## src/core/pw_pkg.sv

```systemverilog
// Package with constants and types for the page walker.
package pw_pkg;

  // Address layout.
  localparam int PW_VA_W = 64;
  localparam int PW_PA_W = 56;
  localparam int PW_OFF_W = 12;
  localparam int PW_PPN_W = 44;
  localparam int PW_IDX_W = 9;
  localparam int PW_SIGN_BIT_39 = 38;
  localparam int PW_SIGN_BIT_48 = 47;

  // Table geometry.
  localparam int PW_LEVELS_39 = 3;
  localparam int PW_LEVELS_48 = 4;
  localparam int PW_ENTRY_SIZE_BYTES = 8;
  localparam int PW_ENTRY_SHIFT = 3;
  localparam int PW_TABLE_ENTRIES = 512;

  // Entry field positions.
  localparam int PW_E_CONTIG = 63;
  localparam int PW_E_MTYPE_HI = 62;
  localparam int PW_E_MTYPE_LO = 61;
  localparam int PW_E_RSV_HI = 60;
  localparam int PW_E_RSV_LO = 54;
  localparam int PW_E_PPN_HI = 53;
  localparam int PW_E_PPN_LO = 10;
  localparam int PW_E_SW_HI = 9;
  localparam int PW_E_SW_LO = 8;
  localparam int PW_E_D = 7;
  localparam int PW_E_A = 6;
  localparam int PW_E_G = 5;
  localparam int PW_E_U = 4;
  localparam int PW_E_X = 3;
  localparam int PW_E_W = 2;
  localparam int PW_E_R = 1;
  localparam int PW_E_V = 0;

  // Translation schemes selected per request.
  typedef enum logic {
    PW_MODE_39 = 1'b0,
    PW_MODE_48 = 1'b1
  } pw_mode_type;

  // Original access types.
  typedef enum logic [1:0] {
    PW_ACC_FETCH = 2'h0,
    PW_ACC_LOAD = 2'h1,
    PW_ACC_STORE = 2'h2
  } pw_acc_type;

endpackage

```

## src/core/pw_entry_check.sv

```systemverilog
// Decoder and fault checks for one 8-byte table entry.
`timescale 1ns/1ps
module pw_entry_check
  import pw_pkg::*;
#(
  parameter bit HAS_CONTIG = 1'b0,
  parameter bit HAS_MTYPE = 1'b0
) (
  // Entry, walk position and access type
  input wire logic [63:0] entry,
  input wire logic [1:0] level,
  input wire pw_acc_type acc,
  // Decode
  output logic bad,
  output logic leaf,
  output logic misaligned,
  output logic need_update,
  output logic [PW_PPN_W-1:0] ppn
);

  logic [PW_PPN_W-1:0] low_mask;

  // Decode fields in the common entry layout.
  assign ppn = entry[PW_E_PPN_HI:PW_E_PPN_LO];
  assign leaf = entry[PW_E_R] | entry[PW_E_X];

  always_comb begin
    bad = 1'b0;
    if (!entry[PW_E_V]) begin
      bad = 1'b1;
    end
    if (!entry[PW_E_R] && entry[PW_E_W]) begin
      bad = 1'b1;
    end
    if (!HAS_CONTIG && entry[PW_E_CONTIG]) begin
      bad = 1'b1;
    end
    if (!HAS_MTYPE && (entry[PW_E_MTYPE_HI:PW_E_MTYPE_LO] != 2'h0)) begin
      bad = 1'b1;
    end
    if (entry[PW_E_RSV_HI:PW_E_RSV_LO] != 7'h00) begin
      bad = 1'b1;
    end
    // Non-leaf entries keep dirty, accessed and user as reserved.
    if (entry[PW_E_V] && !(entry[PW_E_R] | entry[PW_E_X]) &&
        (entry[PW_E_D] | entry[PW_E_A] | entry[PW_E_U])) begin
      bad = 1'b1;
    end
  end

  // Superpage pieces below the leaf level must be zero.
  always_comb begin
    low_mask = '0;
    for (int i = 0; i < 4; i++) begin
      if (i < int'(level)) begin
        low_mask[i*PW_IDX_W +: PW_IDX_W] = 9'h1ff;
      end
    end
  end
  assign misaligned = (ppn & low_mask) != '0;

  assign need_update = !entry[PW_E_A] ||
                       ((acc == PW_ACC_STORE) && !entry[PW_E_D]);

endmodule

```

## src/core/pw_va_check.sv

```systemverilog
// Sign-extension check of a virtual address for both schemes.
`timescale 1ns/1ps
module pw_va_check
  import pw_pkg::*;
(
  // Address and scheme
  input wire logic [PW_VA_W-1:0] va,
  input wire pw_mode_type mode,
  // Result
  output logic va_bad
);

  logic [PW_VA_W-1:0] ext39;
  logic [PW_VA_W-1:0] ext48;

  assign ext39 = {{(PW_VA_W-PW_SIGN_BIT_39-1){va[PW_SIGN_BIT_39]}},
                  va[PW_SIGN_BIT_39:0]};
  assign ext48 = {{(PW_VA_W-PW_SIGN_BIT_48-1){va[PW_SIGN_BIT_48]}},
                  va[PW_SIGN_BIT_48:0]};

  // Upper bits must all copy the top bit of the scheme.
  assign va_bad = (mode == PW_MODE_48) ? (va != ext48)
                                       : (va != ext39);

endmodule

```

## src/core/pw_walker.sv

```systemverilog
// Page-table walker for the 39-bit and 48-bit paged schemes.
// Summary of operation
// - 39-bit: bits 63..39 must copy bit 38.
// - 39-bit: 27-bit page number, three levels.
// - Tables are 512 aligned 8-byte entries.
// - Walk starts at root page number input.
// - Entry bit 63 set faults.
// - Entry bits 62..61 nonzero fault.
// - Reserved entry bits 60..54 set fault.
// - 39-bit leaves any level; misaligned superpage faults.
// - 39-bit walk uses three levels, 8 bytes.
// - 48-bit support includes 39-bit support.
// - 48-bit: bits 63..48 must copy bit 47.
// - 48-bit: 36-bit page number, four levels.
// - Entry field layout decoded as documented.
// - 48-bit leaves any level; misaligned superpage faults.
// - 48-bit walk uses four levels, 8 bytes.
// - Larger schemes nest; 57-bit not provided here.
// - Invalid, write-only or reserved entry faults.
// - Read/execute means leaf; otherwise descend, else fault.
// - Atomically set accessed/dirty; retry on mismatch.
// - Address from entry pieces plus virtual pieces.
`timescale 1ns/1ps
module pw_walker
  import pw_pkg::*;
#(
  parameter bit HAS_CONTIG = 1'b0,
  parameter bit HAS_MTYPE = 1'b0
) (
  // Clock and reset
  input wire logic core_clk,
  input wire logic sys_rst,
  // Root table page number from the translation control register
  input wire logic [PW_PPN_W-1:0] root_ppn,
  // Translation request
  input wire logic req_valid,
  output logic req_ready,
  input wire logic [PW_VA_W-1:0] req_va,
  input wire pw_mode_type req_mode,
  input wire pw_acc_type req_acc,
  // Translation result
  output logic rsp_valid,
  input wire logic rsp_ready,
  output logic [PW_PA_W-1:0] rsp_pa,
  output logic rsp_fault,
  output pw_acc_type rsp_acc,
  // Memory request for entry reads and atomic updates
  output logic mem_req_valid,
  input wire logic mem_req_ready,
  output logic [PW_PA_W-1:0] mem_req_addr,
  output logic mem_req_cas,
  output logic [63:0] mem_req_cmp,
  output logic [63:0] mem_req_wdata,
  // Memory response
  input wire logic mem_rsp_valid,
  input wire logic [63:0] mem_rsp_data,
  input wire logic mem_rsp_cas_ok
);

  typedef enum logic [2:0] {
    PW_ST_IDLE = 3'b000,
    PW_ST_READ = 3'b001,
    PW_ST_RWAIT = 3'b010,
    PW_ST_CHECK = 3'b011,
    PW_ST_CAS = 3'b100,
    PW_ST_CWAIT = 3'b101,
    PW_ST_DONE = 3'b110
  } pw_state_type;

  pw_state_type state_q;
  logic [PW_VA_W-1:0] va_q;
  pw_mode_type mode_q;
  pw_acc_type acc_q;
  logic [1:0] level_q;
  logic [PW_PPN_W-1:0] table_q;
  logic [63:0] entry_q;
  logic [PW_PA_W-1:0] pa_q;
  logic fault_q;

  logic va_bad;
  logic e_bad;
  logic e_leaf;
  logic e_misaligned;
  logic e_need_update;
  logic [PW_PPN_W-1:0] e_ppn;
  logic [PW_IDX_W-1:0] vpn_idx;
  logic [PW_PPN_W-1:0] pa_ppn;
  logic [63:0] upd_entry;
  logic [1:0] top_level;

  pw_va_check u_va_check (
    .va(req_va),
    .mode(req_mode),
    .va_bad(va_bad)
  );

  pw_entry_check #(
    .HAS_CONTIG(HAS_CONTIG),
    .HAS_MTYPE(HAS_MTYPE)
  ) u_entry_check (
    .entry(entry_q),
    .level(level_q),
    .acc(acc_q),
    .bad(e_bad),
    .leaf(e_leaf),
    .misaligned(e_misaligned),
    .need_update(e_need_update),
    .ppn(e_ppn)
  );

  // Top level index: two for three levels, three for four.
  assign top_level = (req_mode == PW_MODE_48) ?
                     2'(PW_LEVELS_48 - 1) :
                     2'(PW_LEVELS_39 - 1);

  // Nine-bit index of the current level, taken from the virtual address.
  assign vpn_idx = va_q[PW_OFF_W + level_q*PW_IDX_W +: PW_IDX_W];

  // Keep leaf pieces above the level, virtual pieces below.
  always_comb begin
    pa_ppn = e_ppn;
    for (int i = 0; i < 4; i++) begin
      if (i < int'(level_q)) begin
        pa_ppn[i*PW_IDX_W +: PW_IDX_W] =
          va_q[PW_OFF_W + i*PW_IDX_W +: PW_IDX_W];
      end
    end
  end

  always_comb begin
    upd_entry = entry_q;
    upd_entry[PW_E_A] = 1'b1;
    if (acc_q == PW_ACC_STORE) begin
      upd_entry[PW_E_D] = 1'b1;
    end
  end

  assign req_ready = (state_q == PW_ST_IDLE);
  assign rsp_valid = (state_q == PW_ST_DONE);
  assign rsp_pa = pa_q;
  assign rsp_fault = fault_q;
  assign rsp_acc = acc_q;

  assign mem_req_valid = (state_q == PW_ST_READ) || (state_q == PW_ST_CAS);
  // Entry address: table base plus index times eight, naturally aligned.
  assign mem_req_addr = {table_q, vpn_idx,
                         PW_ENTRY_SHIFT'(0)};
  assign mem_req_cas = (state_q == PW_ST_CAS);
  assign mem_req_cmp = entry_q;
  assign mem_req_wdata = upd_entry;

  // Walk sequencing.
  always_ff @(posedge core_clk or posedge sys_rst) begin
    if (sys_rst) begin
      state_q <= PW_ST_IDLE;
    end else begin
      unique case (state_q)
        PW_ST_IDLE: begin
          if (req_valid) begin
            state_q <= va_bad ? PW_ST_DONE : PW_ST_READ;
          end
        end
        PW_ST_READ: begin
          if (mem_req_ready) begin
            state_q <= PW_ST_RWAIT;
          end
        end
        PW_ST_RWAIT: begin
          if (mem_rsp_valid) begin
            state_q <= PW_ST_CHECK;
          end
        end
        PW_ST_CHECK: begin
          if (e_bad || (e_leaf && e_misaligned)) begin
            state_q <= PW_ST_DONE;
          end else if (e_leaf) begin
            state_q <= e_need_update ? PW_ST_CAS : PW_ST_DONE;
          end else if (level_q == 2'h0) begin
            state_q <= PW_ST_DONE;
          end else begin
            state_q <= PW_ST_READ;
          end
        end
        PW_ST_CAS: begin
          if (mem_req_ready) begin
            state_q <= PW_ST_CWAIT;
          end
        end
        PW_ST_CWAIT: begin
          if (mem_rsp_valid) begin
            // A failed compare rereads the same entry.
            state_q <= mem_rsp_cas_ok ? PW_ST_DONE
                                      : PW_ST_READ;
          end
        end
        PW_ST_DONE: begin
          if (rsp_ready) begin
            state_q <= PW_ST_IDLE;
          end
        end
        default: begin
          state_q <= PW_ST_IDLE;
        end
      endcase
    end
  end

  // Request capture.
  always_ff @(posedge core_clk or posedge sys_rst) begin
    if (sys_rst) begin
      va_q <= '0;
      mode_q <= PW_MODE_39;
      acc_q <= PW_ACC_FETCH;
    end else if (state_q == PW_ST_IDLE && req_valid) begin
      va_q <= req_va;
      mode_q <= req_mode;
      acc_q <= req_acc;
    end
  end

  // Level and table base.
  always_ff @(posedge core_clk or posedge sys_rst) begin
    if (sys_rst) begin
      level_q <= 2'h0;
      table_q <= '0;
    end else if (state_q == PW_ST_IDLE && req_valid) begin
      level_q <= top_level;
      table_q <= root_ppn;
    end else if (state_q == PW_ST_CHECK && !e_bad && !e_leaf &&
                 level_q != 2'h0) begin
      level_q <= level_q - 2'h1;
      table_q <= e_ppn;
    end
  end

  // Fetched entry.
  always_ff @(posedge core_clk or posedge sys_rst) begin
    if (sys_rst) begin
      entry_q <= '0;
    end else if (state_q == PW_ST_RWAIT && mem_rsp_valid) begin
      entry_q <= mem_rsp_data;
    end
  end

  // Result address and fault flag.
  always_ff @(posedge core_clk or posedge sys_rst) begin
    if (sys_rst) begin
      pa_q <= '0;
      fault_q <= 1'b0;
    end else if (state_q == PW_ST_IDLE && req_valid) begin
      pa_q <= '0;
      fault_q <= va_bad;
    end else if (state_q == PW_ST_CHECK) begin
      if (e_bad || (e_leaf && e_misaligned) ||
          (!e_leaf && level_q == 2'h0)) begin
        fault_q <= 1'b1;
      end else if (e_leaf) begin
        pa_q <= {pa_ppn, va_q[PW_OFF_W-1:0]};
      end
    end
  end

endmodule

```

## config.mk

```make
export PLATFORM = sky130hd
export DESIGN_NAME = pw_walker
export DESIGN_NICKNAME = d
export VERILOG_FILES = /design/src/core/pw_pkg.sv /design/src/core/pw_entry_check.sv /design/src/core/pw_va_check.sv /design/src/core/pw_walker.sv
export SDC_FILE = /design/constraint.sdc
export NUM_CORES = 1
export LEC_CHECK = 0
export BUFFER_PORTS_ARGS = -buffer_cell sky130_fd_sc_hd__buf_2
export CAP_MARGIN = 0
export CELL_PAD_IN_SITES_DETAIL_PLACEMENT = 0
export CELL_PAD_IN_SITES_GLOBAL_PLACEMENT = 1
export CORE_ASPECT_RATIO = 2
export CORE_MARGIN = 4
export CORE_UTILIZATION = 36
export CTS_CLUSTER_DIAMETER = 50
export DETAILED_ROUTE_END_ITERATION = 7
export PLACE_DENSITY = 0.76
export SYNTH_ARGS = -nofsm -noshare
export SYNTH_HDL_FRONTEND = slang
export SYNTH_SLANG_ARGS = --single-unit
export TNS_END_PERCENT = 50
```

## constraint.sdc

```tcl
create_clock -name core_clk -period 8.2 [get_ports core_clk]
set_input_delay 0.82 -clock core_clk [delete_from_list [all_inputs] [get_ports core_clk]]
set_output_delay 0.82 -clock core_clk [all_outputs]
set_load 0.03 [all_outputs]
```

==> results.cfg, run 1 <==
[synth]
ys_seq_area_frac = 0.535
synth.ff_latch_count = 220
ys_warn_count = 0
syn_area_um2 = 10300
syn_area_per_cell_um2 = 10.7
synth.distinct_cells = 46
synthCells = 959

[power_and_ir_drop]
powerDensity_nw_per_um2 = 430
peakVddDrop_uv = 526
power_leakage_nw = 6.62

[drt]
drc = 0
via_per_inst = 4.89
antenna_left = 0
vias = 8114
wl_met2_um = 17700
route.met3.wl_um = 1930
m1WireLength_um = 11700
dr.pass1.iters = 7
routedWlPerCell_um = 19.5
routed_wl_um = 32400
routed.top_layer = met5
drtIter0Drc = 399

[setup_path]
rr_worst_depth = 9
endpoint_kind = flop
regToRegStartpoint = level_q[1]$_DFFE_PP0P_
crit_type = reg2reg
critPathMaxStageDelay_ns = 0.59
cp_top_family = simple AND/OR/NAND/NOR gates
cp_data_required_time_ns = 8.55
worst_ep_arrival_time_ns = 3.94
worst_r2r_endpoint = rsp_pa[3]$_DFFE_PP0P_
cp_cell_sequence = inv_1 -> ha_1 -> nand2b_1 -> a31oi_1 -> nor4_1 -> nand3_4 -> buf_4 -> mux2i_1 -> nor2_1
cp_slowest_cell = nor4_1
reg2reg_slack_ns = 4.61
cp_max_fo = 62
startpoint_type = flop
critical_path_buf_inv_count = 2

[clock_network]
cts_setup_buffers = 0
cts_tree = built
clkSinkCount = 220
path_clk_slew_ns = 0.06
hold_buffers = 0
numCtsBuffers = 22
worstSkewPairLatency_ns = 0.51
htreeDepth = 1
cts_buffer_depth = 3
cts_resized = 0
cts_root_buf = clkbuf_16

[sta]
tns_ns = 0
finalClockSkew_ns = 0.0116
rsz0062_at_grt = false
hold_violations = 0
slew-limit-headroom = 0.249
fin_crit_ns = 3.59
max_freq_ghz = 0.279
worst_hold_slack_ns = 0.419
tightest_slew_ns = 1.13
slew_viol_final = 0
setup_viol = 0
fin_crit_sh = 0.437

[floorplanning]
die_area_um2 = 31500
initial_core_util = 0.365
die_w_um = 128
io_pins = 429
core_region_area_um2 = 28200
std_cell_rows = 87
die_h_um = 247

[placement]
gp_congestion = 0.808
io_buffers = 424
dp_cells = 1622
dp_hpwl_um = 23800

[finish]
layout_commonest_cell = buf_2
utilization = 0.455
drive_gt1_frac = 0.419
nets = 1475
antennaDiodeCount = 0
fillers = 2804
area_growth_syn_to_layout_pct = 24.8
instances_no_fill = 1659
layout_common_cells = buf_2, dfrtp_1, nand2_1, mux2i_1, mux2_2

[grt]
antenna_found_initial = 1
gr-total-overflow = 0
grt_pass1_vias = 8230
grt_pass1_wl_um = 48600
grt_max_degree = 101
track_usage = 0.198

[run_status]
outcome = completed

[flow_run]
drv_cap = 0

[min_path]
worstHoldPathType = in2async
## registers in the layout, indices dropped and copies added, names as in the netlist
signal	cells
level_q	2
rsp_pa	56
mem_req_cmp	64
va_q	48
state_q	3
table_q	44
rsp_acc	2
rsp_fault	1
## worst reg2reg max path, cell delays in order, from the launching register on
cell and delay [ns]:
dfrtp_1 0.57, inv_1 0.19, ha_1 0.15, nand2b_1 0.50, a31oi_1 0.13, nor4_1 0.59
nand3_4 0.46, buf_4 0.48, mux2i_1 0.30, nor2_1 0.06
## logic make-up after synthesis
logic type | Yosys count | share of synthesized area
adder cells (fa/ha/maj) | 3 | 0.00365
other | 2 | 0.000730
AND/OR/NAND/NOR | 321 | 0.131
multiplexers | 176 | 0.190
buffers and inverters | 131 | 0.0803
XOR/XNOR | 2 | 0.00170
flip-flops | 220 | 0.535
AO/OA/AOI/OAI | 104 | 0.0567
## power by group
group	total [mW]	internal, mW	switching [mW]
combinational	2.53	0.818	1.71
sequential	1.99	1.51	0.481
clock	0.994	0.568	0.426
## area by class of cell
class,instances,area (um2),share of cell area
Clock buffer,34,677,0.0527
Clock inverter,3,26.3,0.00205
Inverter,8,37.5,0.00292
Multi-Input combinational cell,610,3990,0.311
Sequential cell,220,5510,0.429
Tap cell,356,445,0.0347
Timing Repair Buffer,428,2150,0.168
## per-layer routing
layer	GRT usage	up-vias
met2	0.371	272
met5	0	-
met1	0.223	3934
li1	-	3862
met3	0.0309	44
met4	0.0692	2
## worst max path at each step
| stage | start | endpoint | slack, ns | cells past startpoint |
|---|---|---|---|---|
| floorplan | sys_rst | level_q[0]$_DFFE_PP0P_ | 1.36 | 1 |
| global placement | level_q[1]$_DFFE_PP0P_ | rsp_pa[0]$_DFFE_PP0P_ | 4.63 | 8 |
| detailed placement | level_q[1]$_DFFE_PP0P_ | rsp_pa[2]$_DFFE_PP0P_ | 4.53 | 9 |
| CTS | level_q[1]$_DFFE_PP0P_ | rsp_pa[3]$_DFFE_PP0P_ | 4.52 | 9 |
| global route | level_q[1]$_DFFE_PP0P_ | rsp_pa[5]$_DFFE_PP0P_ | 4.21 | 9 |
| finish | level_q[1]$_DFFE_PP0P_ | rsp_pa[3]$_DFFE_PP0P_ | 4.61 | 9 |
## synth_stat cells, drive strengths merged
master	count	area (um2)
o41ai	1	8.76
a21boi	1	7.51
a211oi	1	7.51
buf	89	668
o21ai	82	422
nor4b	3	26.3
a21o	2	15.0
mux4	9	203
mux2i	101	1010
nand2	203	762
a2bb2oi	1	8.76
and2	4	25.0
nor3b	1	7.51
o211ai	1	7.51
nor3	11	55.1
nor2b	2	12.5
nor4	10	62.6
nand2b	4	25.0
or2	1	6.26
a21oi	5	25.0
a31oi	4	25.0
dfrtp	220	5510
or3	2	12.5
clkbuf	34	128
o2111a	1	12.5
o31a	1	8.76
a22oi	1	7.51
nor2	43	161
nand3	31	155
ha	3	37.5
and3	2	12.5
conb	2	7.51
nand4	3	18.8
xnor2	2	17.5
o221ai	1	8.76
a41oi	1	8.76
a41o	1	10.0
inv	8	30.0
and3b	1	8.76
mux2	66	743
## through the flow
step	cell area [um2]	total power, mW	setup WS [ns]
final	12800	5.52	4.61
after floorplan	10300	3.88	1.36
after CTS	12800	5.59	4.52
after detailed placement	12100	4.57	4.53
after global placement	12100	4.54	4.63
after global routing	12800	5.83	4.21
No activity file was read; power rests on OpenSTA's default activity.
==> run 2: changes to the inputs <==
- ABC_AREA: not set -> 1
- PLACE_DENSITY: 0.76 -> 0.78
- clock period: 8.2 -> 3.4 ns (I/O delays scaled with it)
==> results.cfg, run 2 <==
[drt]
dr.pass1.iters = 5
vias = 9335
drc = 0
via_per_inst = 4.82
antenna_left = 0
routedWlPerCell_um = 18.6
routed_wl_um = 36000
drtIter0Drc = 350

[sta]
slew_viol_final = 0
tns_ns = 0
max_freq_ghz = 0.404
fin_crit_sh = 0.727
setup_viol = 0
tightest_slew_ns = 1.03
hold_violations = 5
rsz0062_at_grt = false
worst_hold_slack_ns = -0.0113
finalWorstSetupSlack_ns = 0.927
slew-limit-headroom = 0.316
finalClockSkew_ns = 0.0144
fin_crit_ns = 2.47

[clock_network]
htreeDepth = 1
cts_tree = built
hold_buffers = 14
cts_buffer_depth = 3
clkSinkCount = 220
cts_setup_buffers = 0
path_clk_slew_ns = 0.06
cts_resized = 0
worstSkewPairLatency_ns = 0.51
numCtsBuffers = 22
cts_root_buf = clkbuf_16

[floorplanning]
core_region_area_um2 = 29500
die_area_um2 = 32800
initial_core_util = 0.363
die_w_um = 130
die_h_um = 252
std_cell_rows = 89
io_pins = 429

[run_status]
violations = hold timing
outcome = finished with violations

[synth]
synth_ff_type = dfrtp_1
yosysMostFrequentCell = nand2_1
synth_area_leaders = dfrtp_1, nand2_1, mux2_2
synthAdderAreaFrac = 0.00350
synth_compound_area_frac = 0.0974
ys_seq_area_frac = 0.513
synthCells = 1194
synth_mux_area_frac = 0.0583
yosysTopAreaCell = dfrtp_1
yosysTopAreaCellShare = 0.513
syn_area_per_cell_um2 = 8.98
synth_top_family_by_area = simple AND/OR/NAND/NOR gates
synth-xor-area-share = 0.00735
synth.distinct_cells = 42
synth.ff_latch_count = 220
synthSimpleGateAreaFrac = 0.221
netlist_top_cells_count = nand2_1, dfrtp_1, nor2_1, buf_4, mux2_2
syn_area_um2 = 10700
synth_edf_count = 0
async_flop_share = 1.00
ys_warn_count = 0

[finish]
drive_gt1_frac = 0.371
layout_commonest_cell = buf_2
layout_common_cells = buf_2, nand2_1, dfrtp_1, nor2_1, mux2_2
largest_reg_flops = 64
nets = 1740
area_growth_syn_to_layout_pct = 27.5

[power_and_ir_drop]
intPower_mw = 7.77
peakVddDrop_uv = 706
power_switching_share = 0.494
powerDensity_nw_per_um2 = 1120
p_switching_mw = 7.60
combPwrFrac = 0.508
power_leakage_nw = 7.09
pwr-share-clk = 0.177
p_seq_frac = 0.315

[setup_path]
rr_worst_depth = 8
regToRegStartpoint = level_q[1]$_DFFE_PP0P_
endpoint_kind = flop
startpoint_type = flop
crit_type = reg2reg
worst_ep_arrival_time_ns = 2.88
crit_start = level_q[1]$_DFFE_PP0P_
cp_data_required_time_ns = 3.80
worst_r2r_endpoint = table_q[0]$_DFFE_PP0P_
cp_max_fo = 30
reg2reg_slack_ns = 0.93
critPathCapture = table_q[0]$_DFFE_PP0P_

[placement]
place_ws_ns = 0.876
dp_hpwl_um = 27700
io_buffers = 424
gp_congestion = 0.861

[grt]
grt_pass1_vias = 9128
track_usage = 0.210
grt_max_degree = 77
gr-total-overflow = 0
grt_pass1_wl_um = 53000
antenna_found_initial = 2

[flow_run]
drv_cap = 0

[min_path]
worstHoldPathType = in2async
run 2: how the worst min path moves through the flow:
stage	depth (start not counted)	endpoint	startpoint	slack, ns
4_1_cts	3	va_q[26]$_DFFE_PP0P_	req_va[26]	0.0005
3_5_place_dp	2	va_q[0]$_DFFE_PP0P_	va_q[0]$_DFFE_PP0P_	0.46
2_1_floorplan	2	va_q[0]$_DFFE_PP0P_	va_q[0]$_DFFE_PP0P_	0.44
3_3_place_gp	2	va_q[9]$_DFFE_PP0P_	va_q[9]$_DFFE_PP0P_	0.46
5_1_grt	3	va_q[34]$_DFFE_PP0P_	req_va[34]	0.02
6_report	2	va_q[11]$_DFFE_PP0P_	sys_rst	-0.01
run 2: final cells by class:
cell class | count | area (um2)
flip-flops and latches | 220 | 5510
repair buffers | 463 | 2510
clock buffers | 29 | 638
clock inverters | 11 | 176
fillers | 2951 | 15800
well taps | 364 | 455
inverters | 47 | 181
diodes | 1 | 2.50
multi-input cells | 801 | 4200
run 2: per-stage QoR:
step                      instance area (um2)  utilization  hold slack, ns  power, mW  std cells
final                                   13700        0.463         -0.0113       15.4       1936
after global routing                    13700        0.463          0.0166       16.3       1936
after CTS                               13700        0.463        0.000500       15.6       1935
after detailed placement                12700        0.431           0.460       12.8       1881
after global placement                  12700        0.431           0.458       12.7       1881
after floorplan                         10700            -           0.443       10.6       1196
run 2: kinds of logic (layout without fill, tap and decap cells):
family          count (synthesis)  after routing
fa+ha+maj                       3              3
xor+xnor                        9              9
other cells                     2              5
mux                            56             56
compound gates                169            169
buf+inv                       175            550
flops                         220            220
simple gates                  560            560
run 2: power by group through the flow:
stage	registers [mW]	clock network, mW	logic (mW)
global route	4.99	2.89	8.45
floorplan	6.11	0	4.48
CTS	4.87	2.80	7.92
finish	4.84	2.73	7.80
global placement	4.88	0	7.83
detailed placement	4.91	0	7.88
run 2: worst max-delay path, stage by stage, from the launching register on:
cell and delay, ns:
dfrtp_1 0.50, inv_1 0.24, ha_1 0.31, nor2_1 0.19, nand2_2 0.11, o21ai_4 0.53, buf_12 0.27, nand3_1 0.10
o21a_1 0.11
run 2: routing by layer:
metal | global-route usage | up-vias | routed length (um)
met2 | 0.389 | 320 | 19400
li1 | - | 4524 | -
met5 | 0 | - | 0
met4 | 0.0672 | 0 | 1050
met3 | 0.0326 | 54 | 2240
met1 | 0.243 | 4437 | 13300
